--- config.mk ---
export PLATFORM = sky130hd
export DESIGN_NAME = lepc_top
export DESIGN_NICKNAME = d
export VERILOG_FILES = /design/src/shared/lepc_pkg.sv /design/src/rtl/lepc_top.sv
export VERILOG_INCLUDE_DIRS = /design/src /design/src/shared
export SDC_FILE = /design/constraint.sdc
export NUM_CORES = 1
export LEC_CHECK = 0
export BUFFER_PORTS_ARGS = -buffer_cell sky130_fd_sc_hd__buf_2
export CAP_MARGIN = 20
export CORE_UTILIZATION = 40
export CTS_CLUSTER_DIAMETER = 200
export DETAILED_ROUTE_END_ITERATION = 6
export HOLD_SLACK_MARGIN = 0.08
export PLACE_DENSITY = 0.67
export SLEW_MARGIN = 40
export SYNTH_ARGS = -nofsm -noshare
export SYNTH_HDL_FRONTEND = slang
export SYNTH_SLANG_ARGS = --single-unit
export TNS_END_PERCENT = 50
--- constraint.sdc ---
create_clock -name clk_in -period 2.7 [get_ports clk_in]
set_input_delay 0.135 -clock clk_in [delete_from_list [all_inputs] [get_ports clk_in]]
set_output_delay 0.135 -clock clk_in [all_outputs]
set_load 0.02 [all_outputs]
--- src/shared/lepc_params.svh ---
`ifndef LEPC_PARAMS_SVH
`define LEPC_PARAMS_SVH

// register indices; byte address is four times the index
`define LEPC_CTRL_IDX        8'h1d
`define LEPC_IRQ_STAT_IDX    8'h1e
`define LEPC_IRQ_MASK_IDX    8'h1f

// control register field positions
`define LEPC_ENABLE_BIT      15
`define LEPC_WAKE_BIT        14
`define LEPC_SLEEP_BIT       13
`define LEPC_MANUAL_BIT      12
`define LEPC_BURST_DIS_BIT   11
`define LEPC_PWR_STATE_BIT   10
`define LEPC_ERR_MET_BIT     9
`define LEPC_DATA_MET_BIT    8
`define LEPC_ERR_THR_LSB     4
`define LEPC_DATA_THR_LSB    0

// control and interrupt mask register reset values
`define LEPC_ENABLE_RST      1'b0
`define LEPC_WAKE_RST        1'b1
`define LEPC_SLEEP_RST       1'b1
`define LEPC_BURST_DIS_RST   1'b0
`define LEPC_ERR_THR_RST     4'h1
`define LEPC_DATA_THR_RST    4'h1
`define LEPC_IRQ_MASK_RST    4'h0

// interrupt status bit positions
`define LEPC_IRQ_DATA_BIT    0
`define LEPC_IRQ_ERR_BIT     1
`define LEPC_IRQ_WAKE_BIT    2
`define LEPC_IRQ_SLEEP_BIT   3

// timing
`define LEPC_CLK_HZ          10000000
`define LEPC_QUIET_TIME_MS   2000
`define LEPC_QUIET_CYCLES    (`LEPC_QUIET_TIME_MS * (`LEPC_CLK_HZ / 1000))
`define LEPC_BURST_PULSES    3'h4
`define LEPC_SINGLE_PULSE    3'h1
`define LEPC_PULSE_GAP       3'h5

`endif

--- src/shared/lepc_pkg.sv ---
package lepc_pkg;

    typedef enum logic {
        PWR_DOWN = 1'b0,
        PWR_UP   = 1'b1
    } lepc_pwr_e;

    typedef struct packed {
        logic        hsel;
        logic [31:0] haddr;
        logic [1:0]  htrans;
        logic        hwrite;
        logic [2:0]  hsize;
        logic        hready;
        logic [31:0] hwdata;
    } lepc_ahb_req_s;

    typedef struct packed {
        logic        hreadyout;
        logic        hresp;
        logic [31:0] hrdata;
    } lepc_ahb_rsp_s;

endpackage

--- src/rtl/lepc_top.sv ---
`timescale 1ns/10ps
// Functional notes
// energy detect acts only while enabled
// software disables crossover when negotiation off
// auto wake when data count meets threshold
// auto sleep when line energy vanishes
// manual toggle starts sequence, self-clears
// manual toggle ignores counts and timers
// power-up sends burst of four pulses
// burst disable sends single pulse instead
// power state bit reads current state
// error met flag informational, clear on read
// data met flag when count reaches threshold
// error threshold field, reset one
// data threshold field, reset one
// counters clear after two quiet seconds
// separate counters compared against thresholds
`include "lepc_params.svh"
module lepc_top #(
    parameter int unsigned QUIET_CYCLES = `LEPC_QUIET_CYCLES
) (
    input  wire logic                    clk_in,
    input  wire logic                    rst_n_in,
    input  wire lepc_pkg::lepc_ahb_req_s ahb_req_in,
    output lepc_pkg::lepc_ahb_rsp_s      ahb_rsp_out,
    input  wire logic                    data_event_in,
    input  wire logic                    error_event_in,
    input  wire logic                    line_energy_in,
    output logic                         power_up_out,
    output logic                         pulse_out,
    output logic                         irq_out
);
    import lepc_pkg::*;

    // register select from a byte address
    function automatic logic [1:0] reg_sel(input logic [31:0] addr);
        logic [1:0] sel;
        sel = 2'h0;
        if (addr[1:0] == 2'h0) begin
            if (addr[9:2] == `LEPC_CTRL_IDX) sel = 2'h1;
            if (addr[9:2] == `LEPC_IRQ_STAT_IDX) sel = 2'h2;
            if (addr[9:2] == `LEPC_IRQ_MASK_IDX) sel = 2'h3;
            if (addr[31:10] != 22'h0) sel = 2'h0;
        end
        return sel;
    endfunction

    // three-stage pin synchronisers and filtered levels
    logic [2:0] sy1_r, sy2_r, sy3_r, flt_r, flt_nxt;
    logic       data_edge, err_edge, energy_on;

    always_comb begin
        flt_nxt = flt_r;
        for (int i = 0; i < 3; i++) begin
            if (sy2_r[i] == sy3_r[i]) flt_nxt[i] = sy3_r[i];
        end
    end

    always_ff @(posedge clk_in) begin
        if (!rst_n_in) begin
            sy1_r <= 3'h0;
            sy2_r <= 3'h0;
            sy3_r <= 3'h0;
            flt_r <= 3'h0;
        end else begin
            sy1_r <= {line_energy_in, error_event_in, data_event_in};
            sy2_r <= sy1_r;
            sy3_r <= sy2_r;
            flt_r <= flt_nxt;
        end
    end

    assign data_edge = flt_nxt[0] & ~flt_r[0];
    assign err_edge  = flt_nxt[1] & ~flt_r[1];
    assign energy_on = flt_r[2];

    // bus address/data phase tracking
    logic        dph_vld_r, dph_vld_nxt, dph_wr_r, dph_wr_nxt;
    logic [1:0]  dph_sel_r, dph_sel_nxt;
    logic        rd_done_r, rd_done_nxt;
    logic [31:0] hrdata_r, hrdata_nxt;
    logic        addr_take, hready_int, rd_load, wr_do;

    assign hready_int = !(dph_vld_r && !dph_wr_r && !rd_done_r);
    assign addr_take  = ahb_req_in.hsel && ahb_req_in.htrans[1] &&
                        ahb_req_in.hready;
    assign rd_load    = dph_vld_r && !dph_wr_r && !rd_done_r;
    assign wr_do      = dph_vld_r && dph_wr_r;

    // control, flag and interrupt registers
    logic       enable_r, enable_nxt, wake_r, wake_nxt, sleep_r, sleep_nxt;
    logic       man_r, man_nxt, bdis_r, bdis_nxt;
    logic       dmet_r, dmet_nxt, emet_r, emet_nxt;
    logic [3:0] ethr_r, ethr_nxt, dthr_r, dthr_nxt;
    logic [3:0] istat_r, istat_nxt, imask_r, imask_nxt;
    logic [3:0] dcnt_r, dcnt_nxt, ecnt_r, ecnt_nxt;
    logic [24:0] quiet_r, quiet_nxt;
    lepc_pwr_e  pwr_r, pwr_nxt;
    logic [2:0] pleft_r, pleft_nxt, gap_r, gap_nxt;
    logic       pulse_r, pulse_nxt;
    logic       dmet_set, emet_set, quiet_wrap, pwr_chg;
    logic [15:0] ctrl_val;

    assign ctrl_val = {enable_r, wake_r, sleep_r, man_r, bdis_r,
                       pwr_r == PWR_UP, emet_r, dmet_r, ethr_r, dthr_r};
    assign dmet_set   = dcnt_r >= dthr_r;
    assign emet_set   = ecnt_r >= ethr_r;
    assign quiet_wrap = quiet_r == 25'(QUIET_CYCLES - 1);

    // bus phase next state and read data capture
    always_comb begin
        dph_vld_nxt = dph_vld_r;
        dph_wr_nxt  = dph_wr_r;
        dph_sel_nxt = dph_sel_r;
        rd_done_nxt = rd_done_r;
        hrdata_nxt  = hrdata_r;
        if (rd_load) begin
            rd_done_nxt = 1'b1;
            unique case (dph_sel_r)
                2'h1: hrdata_nxt = {16'h0, ctrl_val};
                2'h2: hrdata_nxt = {28'h0, istat_r};
                2'h3: hrdata_nxt = {28'h0, imask_r};
                2'h0: hrdata_nxt = 32'h0;
            endcase
        end else if (hready_int) begin
            dph_vld_nxt = addr_take;
            dph_wr_nxt  = ahb_req_in.hwrite;
            dph_sel_nxt = reg_sel(ahb_req_in.haddr);
            rd_done_nxt = 1'b0;
        end
    end

    always_ff @(posedge clk_in) begin
        if (!rst_n_in) begin
            dph_vld_r <= 1'b0;
            dph_wr_r  <= 1'b0;
            dph_sel_r <= 2'h0;
            rd_done_r <= 1'b0;
            hrdata_r  <= 32'h0;
        end else begin
            dph_vld_r <= dph_vld_nxt;
            dph_wr_r  <= dph_wr_nxt;
            dph_sel_r <= dph_sel_nxt;
            rd_done_r <= rd_done_nxt;
            hrdata_r  <= hrdata_nxt;
        end
    end

    // software-visible register updates
    always_comb begin
        enable_nxt = enable_r;
        wake_nxt   = wake_r;
        sleep_nxt  = sleep_r;
        man_nxt    = 1'b0;
        bdis_nxt   = bdis_r;
        ethr_nxt   = ethr_r;
        dthr_nxt   = dthr_r;
        imask_nxt  = imask_r;
        istat_nxt  = istat_r;
        dmet_nxt   = dmet_r;
        emet_nxt   = emet_r;
        if (wr_do && dph_sel_r == 2'h1) begin
            enable_nxt = ahb_req_in.hwdata[`LEPC_ENABLE_BIT];
            wake_nxt   = ahb_req_in.hwdata[`LEPC_WAKE_BIT];
            sleep_nxt  = ahb_req_in.hwdata[`LEPC_SLEEP_BIT];
            man_nxt    = ahb_req_in.hwdata[`LEPC_MANUAL_BIT];
            bdis_nxt   = ahb_req_in.hwdata[`LEPC_BURST_DIS_BIT];
            ethr_nxt   = ahb_req_in.hwdata[`LEPC_ERR_THR_LSB +: 4];
            dthr_nxt   = ahb_req_in.hwdata[`LEPC_DATA_THR_LSB +: 4];
        end
        if (wr_do && dph_sel_r == 2'h3) begin
            imask_nxt = ahb_req_in.hwdata[3:0];
        end
        if (wr_do && dph_sel_r == 2'h2) begin
            istat_nxt = istat_r & ~ahb_req_in.hwdata[3:0];
        end
        // clear on read, a new set wins
        if (rd_load && dph_sel_r == 2'h1) begin
            dmet_nxt = 1'b0;
            emet_nxt = 1'b0;
        end
        if (dmet_set) dmet_nxt = 1'b1;
        if (emet_set) emet_nxt = 1'b1;
        if (dmet_set && !dmet_r) istat_nxt[`LEPC_IRQ_DATA_BIT] = 1'b1;
        if (emet_set && !emet_r) istat_nxt[`LEPC_IRQ_ERR_BIT] = 1'b1;
        if (pwr_chg && pwr_nxt == PWR_UP) begin
            istat_nxt[`LEPC_IRQ_WAKE_BIT] = 1'b1;
        end
        if (pwr_chg && pwr_nxt == PWR_DOWN) begin
            istat_nxt[`LEPC_IRQ_SLEEP_BIT] = 1'b1;
        end
    end

    always_ff @(posedge clk_in) begin
        if (!rst_n_in) begin
            enable_r <= `LEPC_ENABLE_RST;
            wake_r   <= `LEPC_WAKE_RST;
            sleep_r  <= `LEPC_SLEEP_RST;
            man_r    <= 1'b0;
            bdis_r   <= `LEPC_BURST_DIS_RST;
            ethr_r   <= `LEPC_ERR_THR_RST;
            dthr_r   <= `LEPC_DATA_THR_RST;
            imask_r  <= `LEPC_IRQ_MASK_RST;
            istat_r  <= 4'h0;
            dmet_r   <= 1'b0;
            emet_r   <= 1'b0;
        end else begin
            enable_r <= enable_nxt;
            wake_r   <= wake_nxt;
            sleep_r  <= sleep_nxt;
            man_r    <= man_nxt;
            bdis_r   <= bdis_nxt;
            ethr_r   <= ethr_nxt;
            dthr_r   <= dthr_nxt;
            imask_r  <= imask_nxt;
            istat_r  <= istat_nxt;
            dmet_r   <= dmet_nxt;
            emet_r   <= emet_nxt;
        end
    end

    // power state machine; error events never move it
    always_comb begin
        pwr_nxt = pwr_r;
        if (!enable_r) begin
            pwr_nxt = PWR_UP;
        end else if (man_r) begin
            pwr_nxt = (pwr_r == PWR_UP) ? PWR_DOWN : PWR_UP;
        end else begin
            unique case (pwr_r)
                PWR_DOWN: if (wake_r && dmet_set) pwr_nxt = PWR_UP;
                PWR_UP: begin
                    if (sleep_r && !energy_on) pwr_nxt = PWR_DOWN;
                end
            endcase
        end
    end

    assign pwr_chg = enable_r && (pwr_nxt != pwr_r);

    // event counters and quiet timer
    always_comb begin
        dcnt_nxt  = dcnt_r;
        ecnt_nxt  = ecnt_r;
        quiet_nxt = quiet_r + 25'h1;
        if (data_edge && dcnt_r != 4'hf) dcnt_nxt = dcnt_r + 4'h1;
        if (err_edge && ecnt_r != 4'hf) ecnt_nxt = ecnt_r + 4'h1;
        if (data_edge) begin
            quiet_nxt = 25'h0;
        end else if (quiet_wrap) begin
            quiet_nxt = 25'h0;
            dcnt_nxt  = 4'h0;
            ecnt_nxt  = 4'h0;
        end
        if (pwr_chg || !enable_r) begin
            dcnt_nxt = 4'h0;
            ecnt_nxt = 4'h0;
        end
    end

    always_ff @(posedge clk_in) begin
        if (!rst_n_in) begin
            pwr_r   <= PWR_UP;
            dcnt_r  <= 4'h0;
            ecnt_r  <= 4'h0;
            quiet_r <= 25'h0;
        end else begin
            pwr_r   <= pwr_nxt;
            dcnt_r  <= dcnt_nxt;
            ecnt_r  <= ecnt_nxt;
            quiet_r <= quiet_nxt;
        end
    end

    // pulse burst generator on each power-up while enabled
    always_comb begin
        pleft_nxt = pleft_r;
        gap_nxt   = gap_r;
        pulse_nxt = 1'b0;
        if (gap_r != 3'h0) begin
            gap_nxt = gap_r - 3'h1;
        end else if (pleft_r != 3'h0) begin
            pulse_nxt = 1'b1;
            pleft_nxt = pleft_r - 3'h1;
            gap_nxt   = `LEPC_PULSE_GAP;
        end
        if (pwr_chg && pwr_nxt == PWR_UP) begin
            pleft_nxt = bdis_r ? `LEPC_SINGLE_PULSE
                               : `LEPC_BURST_PULSES;
            gap_nxt   = 3'h0;
        end
        if (!enable_r || pwr_nxt == PWR_DOWN) begin
            pleft_nxt = 3'h0;
        end
    end

    always_ff @(posedge clk_in) begin
        if (!rst_n_in) begin
            pleft_r <= 3'h0;
            gap_r   <= 3'h0;
            pulse_r <= 1'b0;
        end else begin
            pleft_r <= pleft_nxt;
            gap_r   <= gap_nxt;
            pulse_r <= pulse_nxt;
        end
    end

    // outputs
    assign ahb_rsp_out.hreadyout = hready_int;
    assign ahb_rsp_out.hresp     = 1'b0;
    assign ahb_rsp_out.hrdata    = hrdata_r;
    assign power_up_out          = pwr_r == PWR_UP;
    assign pulse_out             = pulse_r;
    assign irq_out               = |(istat_r & imask_r);
endmodule

==> summary.txt <==
Status
  • Outcome: completed

Global routing
  • Wire length of the first global-routing pass: 15,920 µm
  • Via count of the first global-routing pass: 3,502
  • Pin count of the biggest net entering global routing: 28
  • Aggregate global-route resource usage: 17.40%
  • Number of antenna violations at the first check in global routing: 0
  • Overall overflow remaining after global route: 0

Yosys
  • Top cell type by total area after synthesis: sky130_fd_sc_hd__dfxtp_1
  • Flop and latch count out of synthesis: 97
  • Primary flip-flop cell chosen by synthesis mapping: sky130_fd_sc_hd__dfxtp_1
  • Post-Syn Area per Cell: 8.623 µm²
  • Mapped Area: 4303 µm²
  • Sequential element share of the synthesized area: 45.13%
  • Count of cell types in the netlist: 50
  • Most instantiated library cell after synthesis: sky130_fd_sc_hd__dfxtp_1
  • Post-synth ARST share: 0%
  • Post-synth top cells: sky130_fd_sc_hd__dfxtp_1 (97), sky130_fd_sc_hd__nor2_1 (67), sky130_fd_sc_hd__nand2_1 (62)
  • Leading post-synthesis cells by cell area: sky130_fd_sc_hd__dfxtp_1 (45%), sky130_fd_sc_hd__nor2_1 (5.8%), sky130_fd_sc_hd__nand2_1 (5.4%), sky130_fd_sc_hd__ha_1 (4.1%), sky130_fd_sc_hd__xor2_1 (3.7%)
  • Syn Inst Count: 499
  • Synth warn: 0
  • Number of synthesized flops with an enable pin: 0
  • Share of the synthesized area in the top cell type: 45.13%

Cells and area
  • Final cell utilization of the core: 49.60%
  • Share of cells above drive strength 1: 16.64%
  • Layout-stage area growth over the synthesis result: 19.54%
  • Antenna fix cells: 0
  • Finished Layout Cells: 731
  • Final layout net count: 681

Timing
  • Worst Tran Pin Value: 813.3 ps
  • Setup TNS: 0 ps
  • Share of the cycle needed by the critical path after routing: 80.46%
  • Count of endpoints failing setup in the final report: 0
  • Peak Freq: 460.3 MHz
  • Final Skew: 12.45 ps
  • Relative max-transition margin: 45.75%
  • Final number of hold-violating endpoints: 0
  • Max-slew violation count: 0
  • Fin worst setup slack: 527.5 ps
  • RSZ-0062 raised after global routing: no
  • Final min period: 2172 ps

Drt
  • Detailed-router iteration count before antenna repair: 5
  • Post-DRT Antenna Nets: 0
  • WL final: 9069 µm
  • Wire length per cell: 12.41 µm
  • Vias per inst: 4.958
  • Via count: 3,624
  • DRC Markers: 0
  • Violation count after the first detailed-routing iteration: 175

CTS
  • Maximum level of the CTS H-tree: 3
  • Post-cts hold buffer count: 22
  • Buffer type at the clock tree root: sky130_fd_sc_hd__clkbuf_8
  • Longest Clk Path Bufs: 2
  • Number of buffers inserted during clock tree synthesis: 9
  • Worst-path clk slew: 90 ps
  • CTS tree: done
  • Number of cells upsized or downsized after cts: 0
  • Clock latency on the worst-skew pair: 350 ps
  • Post-CTS Setup Repair Bufs: 0
  • Number of sinks handled by clock tree synthesis: 97

Floorplan
  • Floorplan die width: 105.7 µm
  • Placeable Area: 10,370 µm²
  • Die area: 11,180 µm²
  • Number of I/O pins: 114
  • Initial standard-cell utilization of the core: 41.49%
  • Standard-cell rows: 37
  • Floorplan die height: 105.7 µm

Placement
  • Placer congestion estimate: 0.7998
  • Detailed Place HPWL: 6686 µm
  • Buffers on Ports: 73
  • Worst setup timing slack at the placement stage: 735.7 ps
  • Cells after DPL: 693

Worst setup path
  • Worst path required time: 2930 ps
  • Most used cell along the critical path: sky130_fd_sc_hd__nand3_1
  • Largest driver fanout on the critical path: 12
  • Worst path arrival time: 2410 ps
  • Type of the worst setup path: reg -> reg
  • Nature of the critical path endpoint: flop
  • CP max-delay cell: sky130_fd_sc_hd__dlygate4sd3_1
  • Largest stage delay on the critical path: 570 ps
  • Critical path cell sequence: nor2b_1 > nand3_1 > nand2_1 > nand3_1 > dlygate4sd3_1
  • Crit path launch type: flop

Run
  • Maximum Capacitance Violations: 0

Power
  • Leak Pwr: 0.002133 µW
  • IR drop worst, VDD: 264.2 µV
  • Total power after layout: 2741 µW
  • Pwr Density: 532.9 nW/µm²

Hold path
  • Kind of path behind the tightest hold check: in -> reg
## cells by family (layout without fill, tap and decap cells)
kind of cell               count (synthesis)  in the layout  synth area share [%]
AOI/OAI and AO/OA                         64             64                 9.625
xor gates and xnor gates                  26             26                 5.292
adders and majority gates                 14             14                 4.071
buffers and inverters                     52            132                 6.571
DFF                                       97             97                 45.13
muxes                                     10             10                 2.384
other                                      1             17               0.08715
and+or+nand+nor                          235            235                 26.84
## registers in the layout, summed over array words and instances, names as in the netlist, 2 cells and up
name,cells
flt_r,3
imask_r,4
gap_r,3
hrdata_r,16
ethr_r,4
dph_sel_r,2
dthr_r,4
pleft_r,3
istat_r,4
quiet_r,25
dcnt_r,4
sy3_r,3
sy2_r,3
sy1_r,3
ecnt_r,4
## power by group
part | total [µW] | internal [µW] | switching (µW)
Sequential | 1480 | 1460 | 20.8
Clock | 1010 | 527 | 485
Combinational | 248 | 111 | 138
Total | 2740 | 2100 | 643
## cell usage in the layout (no fill, tap or decap), drive strengths merged, types with 11 or more instances in the layout
master,n
a21oi,21
nand2,62
and3,12
and2,11
xor2,18
dlygate4sd3,22
buf,76
inv,20
nand4,11
conb,17
ha,14
a22oi,15
nor2,67
nand3,26
dfxtp,97
## through the flow
| step | instance area, µm² | hold WS (ps) |
|---|---|---|
| after CTS | 5144 | 135.9 |
| after floorplan | 4363 | 259.0 |
| final | 5144 | 157.9 |
| after global placement | 4706 | 344.8 |
| after global routing | 5144 | 149.5 |
| after detailed placement | 4706 | 347.1 |
## per-layer routing
| layer | GRT usage, % | vias to the layer above | share of wire, % |
|---|---|---|---|
| met5 | 0 | - | 0 |
| met4 | 4.663 | 0 | 0.63 |
| met3 | 3.525 | 4 | 3.4 |
| met2 | 29.97 | 74 | 47 |
| met1 | 22.00 | 1681 | 48 |
| li1 | - | 1865 | - |
## area by class of cell
type	count	area (µm²)
flip-flops and latches	97	1942
fillers	1018	5226
clock buffers	10	127.6
well taps	136	170.2
clock inverters	6	90.09
repair buffers	98	608.1
inverters	18	67.56
multi-input cells	366	2138
## worst max-delay path: cells and delay by family, from the launching register on
family / cells / cell delay (ps)
and+or+nand+nor: 4 / 930
buffers and inverters: 1 / 570
DFF: 1 / 560
## final timing paths
kind           startpoint         to  slack, ps  cells past startpoint
max          dph_sel_r[0]  dthr_r[0]        530                      5
min              rst_n_in      man_r        160                      2
max reg2reg  dph_sel_r[0]  dthr_r[0]        530                      5
min reg2reg      sy1_r[2]   sy2_r[2]        440                      1
Power figures use the tool's default switching activity.
